$ cat config.mk
export PLATFORM = sky130hd
export DESIGN_NAME = cpsa_core
export DESIGN_NICKNAME = d
export VERILOG_FILES = /design/src/core/cpsa_pkg.sv /design/src/core/cpsa_stk_if.sv /design/src/core/cpsa_stack.sv /design/src/core/cpsa_core.sv
export SDC_FILE = /design/constraint.sdc
export NUM_CORES = 1
export LEC_CHECK = 0
export BUFFER_PORTS_ARGS = -buffer_cell sky130_fd_sc_hd__buf_2
export CORE_MARGIN = 2
export CORE_UTILIZATION = 54
export CTS_BUF_LIST = sky130_fd_sc_hd__clkbuf_4
export DETAILED_ROUTE_END_ITERATION = 12
export GPL_ROUTABILITY_DRIVEN = 0
export PLACE_DENSITY = 0.84
export SYNTH_ARGS = -nofsm -noshare
export SYNTH_HDL_FRONTEND = slang
export SYNTH_SLANG_ARGS = --single-unit
$ cat constraint.sdc
create_clock -name i_clk -period 10.1 [get_ports i_clk]
set_input_delay 2.02 -clock i_clk [delete_from_list [all_inputs] [get_ports i_clk]]
set_output_delay 2.02 -clock i_clk [all_outputs]
set_load 0.05 [all_outputs]
$ cat src/core/cpsa_pkg.sv
// Purpose: shared constants for the core addressing block
// Assumes: one clock, synchronous active-high reset
// Notes:   pointer space layout chosen for this block
package cpsa_pkg;
  localparam int unsigned PC_W          = 15;
  localparam int unsigned STK_DEPTH     = 16;
  localparam int unsigned PTR_W         = 16;
  localparam int unsigned PMEM_WORDS    = 4096;
  localparam int unsigned PWORD_W       = 14;
  localparam int unsigned DATA_W        = 8;
  localparam int unsigned GPR_PER_BANK  = 80;
  localparam int unsigned BANK_SIZE     = 128;
  localparam int unsigned GPR_BASE      = 32;
  localparam int unsigned PROG_SEL_BIT  = 15;
  localparam logic [PC_W-1:0]  RESET_VEC   = 15'h0000;
  localparam logic [PC_W-1:0]  INT_VEC     = 15'h0004;
  localparam logic [PTR_W-1:0] LIN_BASE    = 16'h2000;
  localparam logic [PTR_W-1:0] LIN_LIMIT   = 16'h29b0;
  localparam logic [PTR_W-1:0] EE_BASE     = 16'h7000;
  localparam logic [PTR_W-1:0] EE_LIMIT    = 16'h7100;
  localparam logic [PTR_W-1:0] PTR_RST     = 16'h0000;
  localparam int unsigned SHADOW_W      = 8;
  typedef enum logic [1:0] {
    CPSA_TGT_FILE = 2'b00,
    CPSA_TGT_LIN  = 2'b01,
    CPSA_TGT_EE   = 2'b10,
    CPSA_TGT_PROG = 2'b11
  } cpsa_tgt_e;
  typedef enum logic [1:0] {
    CPSA_PC_RUN  = 2'b00,
    CPSA_PC_WAIT = 2'b01
  } cpsa_pc_e;
endpackage

$ cat src/core/cpsa_stk_if.sv
// Purpose: carries stack requests between the core and the return stack
// Assumes: one clock
// Notes:   push and pop are one-cycle strobes
`timescale 1ns/1ps
`default_nettype none
interface cpsa_stk_if;
  import cpsa_pkg::*;
  logic            push;
  logic            pop;
  logic [PC_W-1:0] push_val;
  logic [PC_W-1:0] top;
  logic            ovf_evt;
  logic            unf_evt;
  logic [4:0]      level;
  modport core (output push, output pop, output push_val, input top, input ovf_evt, input unf_evt, input level);
  modport stk  (input push, input pop, input push_val, output top, output ovf_evt, output unf_evt, output level);
endinterface
`default_nettype wire

$ cat src/core/cpsa_stack.sv
// Purpose: hardware return stack of program counter values
// Assumes: push and pop never both high
// Notes:   full push and empty pop are refused and reported
`timescale 1ns/1ps
`default_nettype none
module cpsa_stack
  import cpsa_pkg::*;
#(
  parameter int unsigned DEPTH = STK_DEPTH
) (
  input  wire logic i_clk,
  input  wire logic i_rst,
  cpsa_stk_if.stk   s
);
  logic [PC_W-1:0] mem_q [DEPTH];
  logic [4:0]      lvl_q;

  always_ff @(posedge i_clk) begin
    if (i_rst) begin
      lvl_q <= 5'h00;
    end else if (s.push && lvl_q != 5'(DEPTH)) begin
      lvl_q <= lvl_q + 5'h01;
    end else if (s.pop && lvl_q != 5'h00) begin
      lvl_q <= lvl_q - 5'h01;
    end
  end

  always_ff @(posedge i_clk) begin
    if (s.push && lvl_q != 5'(DEPTH)) begin
      mem_q[lvl_q[3:0]] <= s.push_val;
    end
  end

  assign s.level   = lvl_q;
  assign s.top     = (lvl_q == 5'h00) ? RESET_VEC : mem_q[4'(lvl_q - 5'h01)];
  assign s.ovf_evt = s.push && lvl_q == 5'(DEPTH);
  assign s.unf_evt = s.pop && lvl_q == 5'h00;

  property p_stk_bound;
    @(posedge i_clk) disable iff (i_rst) lvl_q <= 5'(DEPTH);
  endproperty
  a_stk_bound: assert property (p_stk_bound) else $error("stack level beyond depth");
endmodule
`default_nettype wire

$ cat src/core/cpsa_core.sv
// Purpose: program counter, return stack, indirect pointers, shadow context
// Assumes: decoder supplies one-cycle strobes, program memory answers next cycle, data memory during its strobe
// Notes:   stack errors may request a software reset
`timescale 1ns/1ps
`default_nettype none
module cpsa_core
  import cpsa_pkg::*;
#(
  parameter int unsigned PMEM_SIZE = PMEM_WORDS
) (
  input  wire logic               i_clk,
  input  wire logic               i_rst,
  input  wire logic               i_stk_rst_en,
  input  wire logic               i_clr_stk_flags,
  input  wire logic               i_pc_inc,
  input  wire logic               i_pc_load,
  input  wire logic [PC_W-1:0]    i_pc_val,
  input  wire logic               i_call,
  input  wire logic               i_ret,
  input  wire logic               i_int_entry,
  input  wire logic               i_retfie,
  input  wire logic [SHADOW_W*4-1:0] i_ctx,
  input  wire logic               i_ptr_wr,
  input  wire logic               i_ptr_sel,
  input  wire logic [PTR_W-1:0]   i_ptr_val,
  input  wire logic               i_ind_rd,
  input  wire logic               i_ind_wr,
  input  wire logic               i_ind_sel,
  input  wire logic [DATA_W-1:0]  i_ind_wdata,
  input  wire logic [PWORD_W-1:0] i_pmem_rdata,
  input  wire logic [DATA_W-1:0]  i_dmem_rdata,
  output logic [PC_W-1:0]         o_fetch_addr,
  output logic [PC_W-1:0]         o_pc,
  output logic [PTR_W-1:0]        o_ptr0,
  output logic [PTR_W-1:0]        o_ptr1,
  output logic                    o_stack_overflow_flag,
  output logic                    o_stack_underflow_flag,
  output logic                    o_soft_reset,
  output logic                    o_ind_stall,
  output logic                    o_ind_rvalid,
  output logic [DATA_W-1:0]       o_ind_rdata,
  output logic                    o_pmem_rd,
  output logic [PC_W-1:0]         o_pmem_addr,
  output logic                    o_dmem_rd,
  output logic                    o_dmem_wr,
  output logic [1:0]              o_dmem_tgt,
  output logic [PTR_W-1:0]        o_dmem_addr,
  output logic [DATA_W-1:0]       o_dmem_wdata,
  output logic [SHADOW_W*4-1:0]   o_ctx_restore,
  output logic                    o_ctx_restore_vld
);
  localparam logic [PC_W-1:0] PC_MASK = PC_W'(PMEM_SIZE - 1);

  cpsa_stk_if stk ();
  cpsa_stack #(.DEPTH(STK_DEPTH)) u_stack (
    .i_clk (i_clk),
    .i_rst (i_rst),
    .s     (stk.stk)
  );

  logic [PC_W-1:0]  pc_q;
  logic [PC_W-1:0]  pc_d;
  logic [PTR_W-1:0] ptr0_q;
  logic [PTR_W-1:0] ptr1_q;
  logic [PTR_W-1:0] cur_ptr;
  cpsa_tgt_e        tgt;
  cpsa_pc_e         st_q;
  logic             stk_err;

  assign stk.push     = i_call | i_int_entry;
  assign stk.pop      = i_ret | i_retfie;
  assign stk.push_val = pc_q;
  assign stk_err      = stk.ovf_evt | stk.unf_evt;

  always_comb begin
    pc_d = pc_q;
    if (i_int_entry) begin
      pc_d = INT_VEC;
    end else if (stk.pop) begin
      pc_d = stk.top;
    end else if (i_pc_load || i_call) begin
      pc_d = i_pc_val;
    end else if (i_pc_inc && st_q == CPSA_PC_RUN) begin
      pc_d = pc_q + 15'h0001;
    end
  end

  always_ff @(posedge i_clk) begin
    if (i_rst || o_soft_reset) begin
      pc_q <= RESET_VEC;
    end else begin
      pc_q <= pc_d;
    end
  end

  always_ff @(posedge i_clk) begin
    if (i_rst) begin
      o_fetch_addr <= RESET_VEC;
      o_pc         <= RESET_VEC;
    end else begin
      o_fetch_addr <= (o_soft_reset ? RESET_VEC : pc_d) & PC_MASK;
      o_pc         <= o_soft_reset ? RESET_VEC : pc_d;
    end
  end

  always_ff @(posedge i_clk) begin
    if (i_rst) begin
      o_stack_overflow_flag  <= 1'b0;
      o_stack_underflow_flag <= 1'b0;
    end else begin
      o_stack_overflow_flag  <= stk.ovf_evt | (o_stack_overflow_flag & ~i_clr_stk_flags);
      o_stack_underflow_flag <= stk.unf_evt | (o_stack_underflow_flag & ~i_clr_stk_flags);
    end
  end

  always_ff @(posedge i_clk) begin
    if (i_rst) begin
      o_soft_reset <= 1'b0;
    end else begin
      o_soft_reset <= stk_err & i_stk_rst_en;
    end
  end

  always_ff @(posedge i_clk) begin
    if (i_rst) begin
      ptr0_q <= PTR_RST;
      ptr1_q <= PTR_RST;
    end else if (i_ptr_wr) begin
      if (i_ptr_sel) begin
        ptr1_q <= i_ptr_val;
      end else begin
        ptr0_q <= i_ptr_val;
      end
    end
  end

  always_ff @(posedge i_clk) begin
    if (i_rst) begin
      o_ptr0 <= PTR_RST;
      o_ptr1 <= PTR_RST;
    end else begin
      o_ptr0 <= (i_ptr_wr && !i_ptr_sel) ? i_ptr_val : ptr0_q;
      o_ptr1 <= (i_ptr_wr && i_ptr_sel) ? i_ptr_val : ptr1_q;
    end
  end

  assign cur_ptr = i_ind_sel ? ptr1_q : ptr0_q;

  always_comb begin
    if (cur_ptr[PROG_SEL_BIT]) begin
      tgt = CPSA_TGT_PROG;
    end else if (cur_ptr >= EE_BASE && cur_ptr < EE_LIMIT) begin
      tgt = CPSA_TGT_EE;
    end else if (cur_ptr >= LIN_BASE && cur_ptr < LIN_LIMIT) begin
      tgt = CPSA_TGT_LIN;
    end else begin
      tgt = CPSA_TGT_FILE;
    end
  end

  // linear offset n maps to bank n/80, byte 32 + n%80
  function automatic logic [PTR_W-1:0] lin_map(input logic [PTR_W-1:0] p);
    logic [PTR_W-1:0] off;
    logic [PTR_W-1:0] bank;
    off  = p - LIN_BASE;
    bank = off / PTR_W'(GPR_PER_BANK);
    return PTR_W'(bank * PTR_W'(BANK_SIZE)) + PTR_W'(GPR_BASE) + (off - PTR_W'(bank * PTR_W'(GPR_PER_BANK)));
  endfunction

  always_ff @(posedge i_clk) begin
    if (i_rst) begin
      st_q         <= CPSA_PC_RUN;
      o_ind_stall  <= 1'b0;
      o_pmem_rd    <= 1'b0;
      o_pmem_addr  <= RESET_VEC;
      o_dmem_rd    <= 1'b0;
      o_dmem_wr    <= 1'b0;
      o_dmem_tgt   <= 2'b00;
      o_dmem_addr  <= PTR_RST;
      o_dmem_wdata <= '0;
    end else begin
      o_pmem_rd <= 1'b0;
      o_dmem_rd <= 1'b0;
      o_dmem_wr <= 1'b0;
      unique case (st_q)
        CPSA_PC_RUN: begin
          if (i_ind_rd && tgt == CPSA_TGT_PROG) begin
            st_q        <= CPSA_PC_WAIT;
            o_ind_stall <= 1'b1;
            o_pmem_rd   <= 1'b1;
            o_pmem_addr <= cur_ptr[PC_W-1:0] & PC_MASK;
          end else if ((i_ind_rd || i_ind_wr) && tgt != CPSA_TGT_PROG) begin
            o_dmem_rd    <= i_ind_rd;
            o_dmem_wr    <= i_ind_wr;
            o_dmem_tgt   <= tgt;
            o_dmem_addr  <= (tgt == CPSA_TGT_LIN) ? lin_map(cur_ptr) : cur_ptr;
            o_dmem_wdata <= i_ind_wdata;
          end
        end
        CPSA_PC_WAIT: begin
          st_q        <= CPSA_PC_RUN;
          o_ind_stall <= 1'b0;
        end
        default: begin
          st_q        <= CPSA_PC_RUN;
          o_ind_stall <= 1'b0;
        end
      endcase
    end
  end

  // read data one cycle after the data strobe, two after the program strobe; program path gives the low byte
  logic prog_wait_q;
  always_ff @(posedge i_clk) begin
    if (i_rst) begin
      o_ind_rvalid <= 1'b0;
      o_ind_rdata  <= '0;
      prog_wait_q  <= 1'b0;
    end else begin
      prog_wait_q  <= o_pmem_rd;
      o_ind_rvalid <= prog_wait_q | o_dmem_rd;
      o_ind_rdata  <= prog_wait_q ? i_pmem_rdata[DATA_W-1:0] : i_dmem_rdata;
    end
  end

  logic [SHADOW_W*4-1:0] shadow_q;
  always_ff @(posedge i_clk) begin
    if (i_rst) begin
      shadow_q          <= '0;
      o_ctx_restore     <= '0;
      o_ctx_restore_vld <= 1'b0;
    end else begin
      if (i_int_entry) begin
        shadow_q <= i_ctx;
      end
      o_ctx_restore_vld <= i_retfie;
      o_ctx_restore     <= i_retfie ? shadow_q : o_ctx_restore;
    end
  end

  property p_int_vec;
    @(posedge i_clk) disable iff (i_rst) i_int_entry && !o_soft_reset |=> o_pc == INT_VEC;
  endproperty
  a_int_vec: assert property (p_int_vec) else $error("interrupt vector not loaded");
  property p_reset_vec;
    @(posedge i_clk) i_rst |=> o_pc == RESET_VEC && !o_stack_overflow_flag;
  endproperty
  a_reset_vec: assert property (p_reset_vec) else $error("reset vector not loaded");
  property p_wrap;
    @(posedge i_clk) disable iff (i_rst) o_fetch_addr <= PC_MASK;
  endproperty
  a_wrap: assert property (p_wrap) else $error("fetch outside implemented memory");
  property p_ovf;
    @(posedge i_clk) disable iff (i_rst) stk.push && stk.level == 5'(STK_DEPTH) |=> o_stack_overflow_flag;
  endproperty
  a_ovf: assert property (p_ovf) else $error("overflow flag missing");
  property p_unf;
    @(posedge i_clk) disable iff (i_rst) stk.pop && stk.level == 5'h00 |=> o_stack_underflow_flag;
  endproperty
  a_unf: assert property (p_unf) else $error("underflow flag missing");
  property p_soft_rst;
    @(posedge i_clk) disable iff (i_rst) stk_err && i_stk_rst_en |=> o_soft_reset ##1 o_pc == RESET_VEC;
  endproperty
  a_soft_rst: assert property (p_soft_rst) else $error("no software reset on stack error");
  property p_no_soft_rst;
    @(posedge i_clk) disable iff (i_rst) !i_stk_rst_en |=> !o_soft_reset;
  endproperty
  a_no_soft_rst: assert property (p_no_soft_rst) else $error("software reset while disabled");
  property p_prog_extra;
    @(posedge i_clk) disable iff (i_rst)
      st_q == CPSA_PC_RUN && i_ind_rd && tgt == CPSA_TGT_PROG |=> o_ind_stall ##1 !o_ind_stall ##1 o_ind_rvalid;
  endproperty
  a_prog_extra: assert property (p_prog_extra) else $error("program read timing wrong");
  property p_prog_nowr;
    @(posedge i_clk) disable iff (i_rst) i_ind_wr && tgt == CPSA_TGT_PROG |=> !o_dmem_wr;
  endproperty
  a_prog_nowr: assert property (p_prog_nowr) else $error("write reached program path");
  property p_ret_addr;
    @(posedge i_clk) disable iff (i_rst)
      i_int_entry && stk.level != 5'(STK_DEPTH) |=> stk.top == $past(pc_q);
  endproperty
  a_ret_addr: assert property (p_ret_addr) else $error("return address not pushed");
  property p_shadow;
    @(posedge i_clk) disable iff (i_rst) i_retfie |=> o_ctx_restore_vld && o_ctx_restore == $past(shadow_q);
  endproperty
  a_shadow: assert property (p_shadow) else $error("context not restored");
  c_int: cover property (@(posedge i_clk) i_int_entry ##[1:20] i_retfie);
  c_ovf: cover property (@(posedge i_clk) stk.ovf_evt);
  c_prog: cover property (@(posedge i_clk) o_pmem_rd);
  c_lin: cover property (@(posedge i_clk) o_dmem_rd && o_dmem_tgt == 2'b01);
endmodule
`default_nettype wire

==> results.yml, run 1 <==
run_status:
  status: "finished clean"
synthesis:
  netlist-cell-type-count: 91
  ys_ff_latch: 444
  async_flop_share_pct: 0
  syn_avg_cell_area_um2: 12.18
  synth_enable_flop_cells: 240
  ys_seq_area_share_pct: 56.22
  syn_inst: 1649
  synth_flop_cell: "edfxtp_1"
  yosys_warnings: 0
  syn-cell-area_mm2: 0.02008
cells_and_area:
  final_core_util_pct: 64.67
  num-nets-final: 2142
  drive_above_1_share_pct: 30.87
  syn_to_final_growth_pct: 17.88
  fin_cells: 2539
timing:
  max_clock_freq_mhz: 103.8
  hold_slack_ns: 0.4560
  period_needed_ns: 9.633
  period_share_pct: 95.38
  slew_headroom_pct: 16.35
  tightestPinTransition_ns: 1.252
  hold_viol: 0
  finalSetupViolCount: 0
  drv_slew: 0
  skew_ns: 0.07261
die:
  row_count: 70
  initial_utilization_pct: 54.86
  dieArea_mm2: 0.03875
  fp.dieW_um: 196.9
  die_h_um: 196.9
  core_area_mm2: 0.03661
  pin_count: 260
cts:
  ctsLongestPathBuffers: 3
  hold_buffers: 0
  cts_sinks: 444
  worstSkewPairLatency_ns: 0.84
  cts_tree: "done"
  ctsRootBufferMaster: "clkbuf_4"
  cts_buffers: 108
  cts_htree_levels: 3
  clkTransAtPathRegs_ns: 0.07
job:
  cap_violations: 0
drt:
  wl_per_cell_um: 20.59
  dr.pass1.iters: 6
  wl_mm: 52.29
  drt_iter0_drc: 1482
  drc: 0
  ant_nets: 0
  via_count: 15100
  vias_per_cell: 5.948
setup_path:
  critical_path.reg2reg.startpoint: "ptr1_q[13]"
  end_kind: "flop"
  max_stage_delay_ns: 0.51
  crit_path_max_fanout: 9
  critPathLaunchType: "primary input"
  reg2reg_depth: 38
  cp.arrival_ns: 10.29
  critPathKind: "in -> reg"
  startpoint: "i_ind_sel"
  cp-endpoint: "o_dmem_addr[14]"
  crit_required_ns: 10.76
  cpMostUsedCell: "o21ai_0"
  r2r_setup_slack_ns: 1.54
  rr_endpoint: "o_dmem_addr[14]"
  critPathSlowestCell: "a221oi_1"
worst_hold_path:
  hold_path.class: "reg -> reg"
global_route:
  grt-ovfl-total: 0
  antenna_found_initial: 1
  grt_usage_pct: 27.16
  grt_pass1_vias: 15280
  grt_first_pass_wirelength_mm: 81.73
  grt_max_degree: 86
power_and_ir_drop:
  total_power_w: 0.007752
  p_leak_nw: 9.586
  ir_drop_v: 0.0006266
  power.density_mw_per_mm2: 327.4
placement:
  portBuffers: 247
  hpwlAfterDp_mm: 34.66
  placedCellCount: 2339
[flip-flops by register name (all words and copies together) (netlist names)]
| register | flops |
|---|---|
| o_dmem_addr | 16 |
| o_dmem_wr | 1 |
| st_q | 1 |
| o_ind_rvalid | 1 |
| o_dmem_rd | 1 |
| o_ptr1 | 16 |
| o_ctx_restore_vld | 1 |
| o_dmem_tgt | 2 |
| u_stack.mem_q | 240 |
| u_stack.s.level | 5 |
| o_soft_reset | 1 |
| o_dmem_wdata | 8 |
| o_ind_rdata | 8 |
| o_pmem_addr | 12 |
| ptr0_q | 16 |
| o_pmem_rd | 1 |
| pc_q | 15 |
| ptr1_q | 16 |
| o_ctx_restore | 32 |
| shadow_q | 32 |
| prog_wait_q | 1 |
| o_stack_underflow_flag | 1 |
| o_stack_overflow_flag | 1 |
| o_ptr0 | 16 |
[per-stage QoR]
step | setup WS [ns] | area (µm²) | TNS, ns
2_1_floorplan | 0.01036 | 20250 | 0
3_3_place_gp | -0.1170 | 22160 | -0.1870
3_5_place_dp | -0.2392 | 22160 | -0.4904
5_1_grt | -0.006849 | 23670 | -0.006849
4_1_cts | 0.5989 | 23590 | 0
6_report | 0.4666 | 23670 | 0
[metal layers]
metal	up-vias	share of wire (%)	GRT usage, %
met5	-	0	0
met4	0	3.1	11.84
met3	142	9.1	6.930
met2	812	50	45.47
met1	7292	38	33.48
li1	6855	-	-
[cells by family (layout without fill, tap and decap cells)]
| logic type | Yosys count | in the layout | synth area share (%) |
|---|---|---|---|
| buffers and inverters | 153 | 569 | 3.377 |
| xor gates and xnor gates | 43 | 43 | 1.950 |
| other | 1 | 7 | 0.01867 |
| AOI/OAI and AO/OA | 326 | 326 | 11.20 |
| and+or+nand+nor | 451 | 451 | 10.22 |
| muxes | 179 | 179 | 13.44 |
| DFF | 444 | 444 | 56.22 |
| adders and majority gates | 52 | 52 | 3.570 |
[worst min-delay path by stage]
stage                    start  slack (ns)               to  cells after the start
4_1_cts              o_dmem_rd        0.46     o_ind_rvalid                      2
6_report       o_dmem_wdata[6]        0.46  o_dmem_wdata[6]                      2
2_1_floorplan        ptr1_q[8]        0.45        o_ptr1[8]                      2
3_3_place_gp   o_dmem_addr[13]        0.44  o_dmem_addr[13]                      2
5_1_grt        o_dmem_addr[13]        0.48  o_dmem_addr[13]                      2
3_5_place_dp    o_dmem_addr[4]        0.45   o_dmem_addr[4]                      2
[worst max-delay path, delay by kind of cell]
| family | cells | cell delay [ns] |
|---|---|---|
| fa+ha+maj | 6 | 1.84 |
| mux | 1 | 0.37 |
| xor+xnor | 2 | 0.37 |
| simple gates | 7 | 0.93 |
| buf+inv | 5 | 0.67 |
| compound gates | 18 | 4.09 |
[repair_timing]
action                     in CTS  in global routing
gates resized for setup         0                 11
setup endpoints to repair       0                  2
setup buffers                   0                  2
[cells in the final DEF (no fill, tap or decap), types with 6 or more instances in the layout]
cell type,netlist,final
mux2i_1,95,93
nand4_1,10,10
inv_1,44,43
a21oi_1,103,99
nor2b_1,10,9
a22oi_1,7,7
fa_1,9,9
buf_2,3,246
buf_4,20,78
ha_1,42,38
a211oi_1,37,36
and2_1,19,18
nand3_1,24,23
mux4_2,67,67
o21ai_0,46,45
clkbuf_4,0,159
conb_1,1,6
mux2_4,7,7
and3_1,13,13
a31oi_1,6,6
nand2b_1,9,9
o21a_1,6,6
nor2_1,161,161
o21bai_1,14,14
o211ai_1,13,13
nor3_1,15,13
a21o_1,10,10
nand2_1,150,148
mux2_2,8,8
dfxtp_1,204,203
xor2_1,17,15
or3_1,9,9
xnor2_1,24,22
clkinv_1,0,30
edfxtp_1,240,240
o221ai_1,9,9
nor4_1,6,6
[cell type report]
type | instances | area (µm²)
fillers | 2662 | 12940
flip-flops and latches | 444 | 11290
multi-input cells | 1057 | 8354
repair buffers | 324 | 1817
clock buffers | 159 | 1194
well taps | 468 | 585.6
clock inverters | 38 | 244.0
inverters | 48 | 182.7
diodes | 1 | 2.502
[synthesized netlist by cell type, types with 37 or more instances]
master    number  area share, %
a211oi_1      37            1.4
a21oi_1      103            2.6
clkbuf_1      66            1.2
dfxtp_1      204             20
edfxtp_1     240             36
ha_1          42            2.6
inv_1         44           0.82
mux2i_1       95            4.7
mux4_2        67            7.5
nand2_1      150            2.8
nor2_1       161            3.0
o21ai_0       46            1.1
[where the power goes]
| part | internal, W | total [W] | leakage [nW] | switching, W |
|---|---|---|---|---|
| combinational | 0.00178 | 0.00396 | 4.85 | 0.00218 |
| clock | 0.000800 | 0.00152 | 0.840 | 0.000721 |
| sequential | 0.00213 | 0.00227 | 3.90 | 0.000143 |
| total | 0.00471 | 0.00775 | 9.59 | 0.00305 |
Power figures use the tool's default switching activity.
==> run 2, diff against run 1 <==
Settings changed: CELL_PAD_IN_SITES_DETAIL_PLACEMENT set to 1, CELL_PAD_IN_SITES_GLOBAL_PLACEMENT set to 1, CORE_UTILIZATION 54 to 44, PLACE_DENSITY 0.84 to 0.85.
==> run 2 against run 1 <==
  * Wire length grew 19%
  * Die area is 22% higher
  * Sequential power about the same
  * Non-clock buffer count grew 53
==> results.yml, run 2 (same netlist as run 1, synthesis figures left out) <==
run_status:
  status: "finished clean"
global_route:
  grt_util_met1_pct: 30.77
  busiest_layer: "met2"
  grt-ovfl-total: 0
  use_met2_pct: 45.99
  antenna_found_initial: 5
  grt_pass1_vias: 17020
  grt_use_met3_pct: 6.234
  grt_max_degree: 80
  grt_usage_pct: 26.42
  grt_first_pass_wirelength_mm: 96.01
power_and_ir_drop:
  p_int_w: 0.005017
  p_switching_w: 0.003331
  power.density_mw_per_mm2: 344.7
  swShare_pct: 39.90
  power.share.sequential_pct: 27.3
  p_comb_share_pct: 54.3
  ir_drop_v: 0.0004141
  p_leak_nw: 9.840
  pwr-share-clk_pct: 18.4
worst_hold_path:
  hold_path.class: "reg -> reg"
die:
  core_area_mm2: 0.04519
  pin_count: 260
  row_count: 78
  die_h_um: 217.6
  dieArea_mm2: 0.04737
  fp.dieW_um: 217.6
  initial_utilization_pct: 44.45
cts:
  cts_tree: "done"
  ctsLongestPathBuffers: 3
  cts_sinks: 444
  cts_buffers: 113
  cts_htree_levels: 3
  ctsRootBufferMaster: "clkbuf_4"
  worstSkewPairLatency_ns: 0.92
  clkTransAtPathRegs_ns: 0.07
drt:
  vias_per_cell: 5.660
  via_count: 15480
  drt_iter0_drc: 1160
  dr.pass1.iters: 5
  drc: 0
  ant_nets: 0
  wl_per_cell_um: 22.70
  wl_mm: 62.07
setup_path:
  critPathSlowestCell: "fa_1"
  end_kind: "flop"
  critPathLaunchType: "primary input"
  crit_path_max_fanout: 9
  critPathKind: "in -> reg"
  cpMostUsedCell: "a21oi_2"
  cp.arrival_ns: 10.42
  crit_required_ns: 10.82
  max_stage_delay_ns: 0.50
placement:
  portBuffers: 247
  pre_cts_ws_ns: -0.4045
  hpwlAfterDp_mm: 41.93
timing:
  slew_headroom_pct: 17.21
  period_needed_ns: 9.694
  tns_ns: 0
  period_share_pct: 95.98
  hold_viol: 0
  max_clock_freq_mhz: 103.2
  finalSetupViolCount: 0
  rsz0062_at_grt: "no"
  tightestPinTransition_ns: 1.242
  skew_ns: 0.1047
  drv_slew: 0
  worst_slack_ns: 0.4061
cells_and_area:
  final_core_util_pct: 53.59
  largest_reg_flops: 240
  num-nets-final: 2200
  mostFrequentLayoutCells: "buf_2, edfxtp_1, dfxtp_1"
  final_common_cell: "buf_2"
  drive_above_1_share_pct: 32.47
  syn_to_final_growth_pct: 20.58
job:
  cap_violations: 0
==> run 2: changes by cell type in the layout (fill, tap and decap cells not counted), sizes merged <==
| cell | change |
|---|---|
| bufinv | -2 |
| diode | +2 |
| inv | +3 |
| clkbuf | -5 |
| buf | +53 |
| clkinv | +12 |
==> run 2: layout make-up <==
| cell class | count | area, µm² |
|---|---|---|
| diodes | 3 | 7.507 |
| clock buffers | 154 | 1156 |
| clock inverters | 51 | 280.3 |
| fillers | 4805 | 20970 |
| inverters | 48 | 182.7 |
| multi-input cells | 1057 | 8329 |
| flip-flops and latches | 444 | 11290 |
| well taps | 600 | 750.7 |
| repair buffers | 377 | 2215 |
==> run 2: layer usage <==
layer / wire, µm / vias up
met4: 2268 / 2
met2: 31430 / 572
met5: 8 / -
li1: - / 6949
met1: 24190 / 7798
met3: 4171 / 154
==> run 2: path summary, 6_finish.rpt <==
check / startpoint / to / slack (ns) / depth (start not counted)
min reg2reg: o_dmem_wdata[4] / o_dmem_wdata[4] / 0.46 / 2
min: o_dmem_wdata[4] / o_dmem_wdata[4] / 0.46 / 2
max: i_ind_sel / o_dmem_addr[15] / 0.41 / 39
max reg2reg: ptr1_q[13] / o_dmem_addr[15] / 1.36 / 39
==> run 2: stage by stage <==
stage,cell area [µm²],hold WS (ns),power (W),std cells
after global routing,24220,0.4790,0.008900,2734
after global placement,22730,0.4406,0.006548,2525
after detailed placement,22730,0.4499,0.006779,2525
after CTS,24160,0.4598,0.008355,2730
final,24220,0.4562,0.008348,2734
after floorplan,20250,0.4470,0.005257,1654
==> run 2: critical path: cells and delay by family <==
family / cells / cell delay, ns
AOI/OAI and AO/OA: 16 / 3.51
adders and majority gates: 6 / 1.81
and+or+nand+nor: 9 / 1.41
muxes: 2 / 0.77
buffers and inverters: 5 / 0.74
xor gates and xnor gates: 1 / 0.11
==> run 2: power groups by stage <==
stage | registers [W] | logic [W] | clock network, W
final | 0.00228 | 0.00453 | 0.00154
after CTS | 0.00228 | 0.00450 | 0.00158
after global placement | 0.00229 | 0.00426 | 0
after floorplan | 0.00240 | 0.00286 | 0
after detailed placement | 0.00231 | 0.00447 | 0
after global routing | 0.00230 | 0.00493 | 0.00167
==> run 2: timing repair <==
item / 4_1_cts / 5_1_grt
endpoints found under the setup margin: 0 / 4
buffers inserted: 0 / 1
hold buffers: 0 / 0
gates resized for setup: 0 / 9
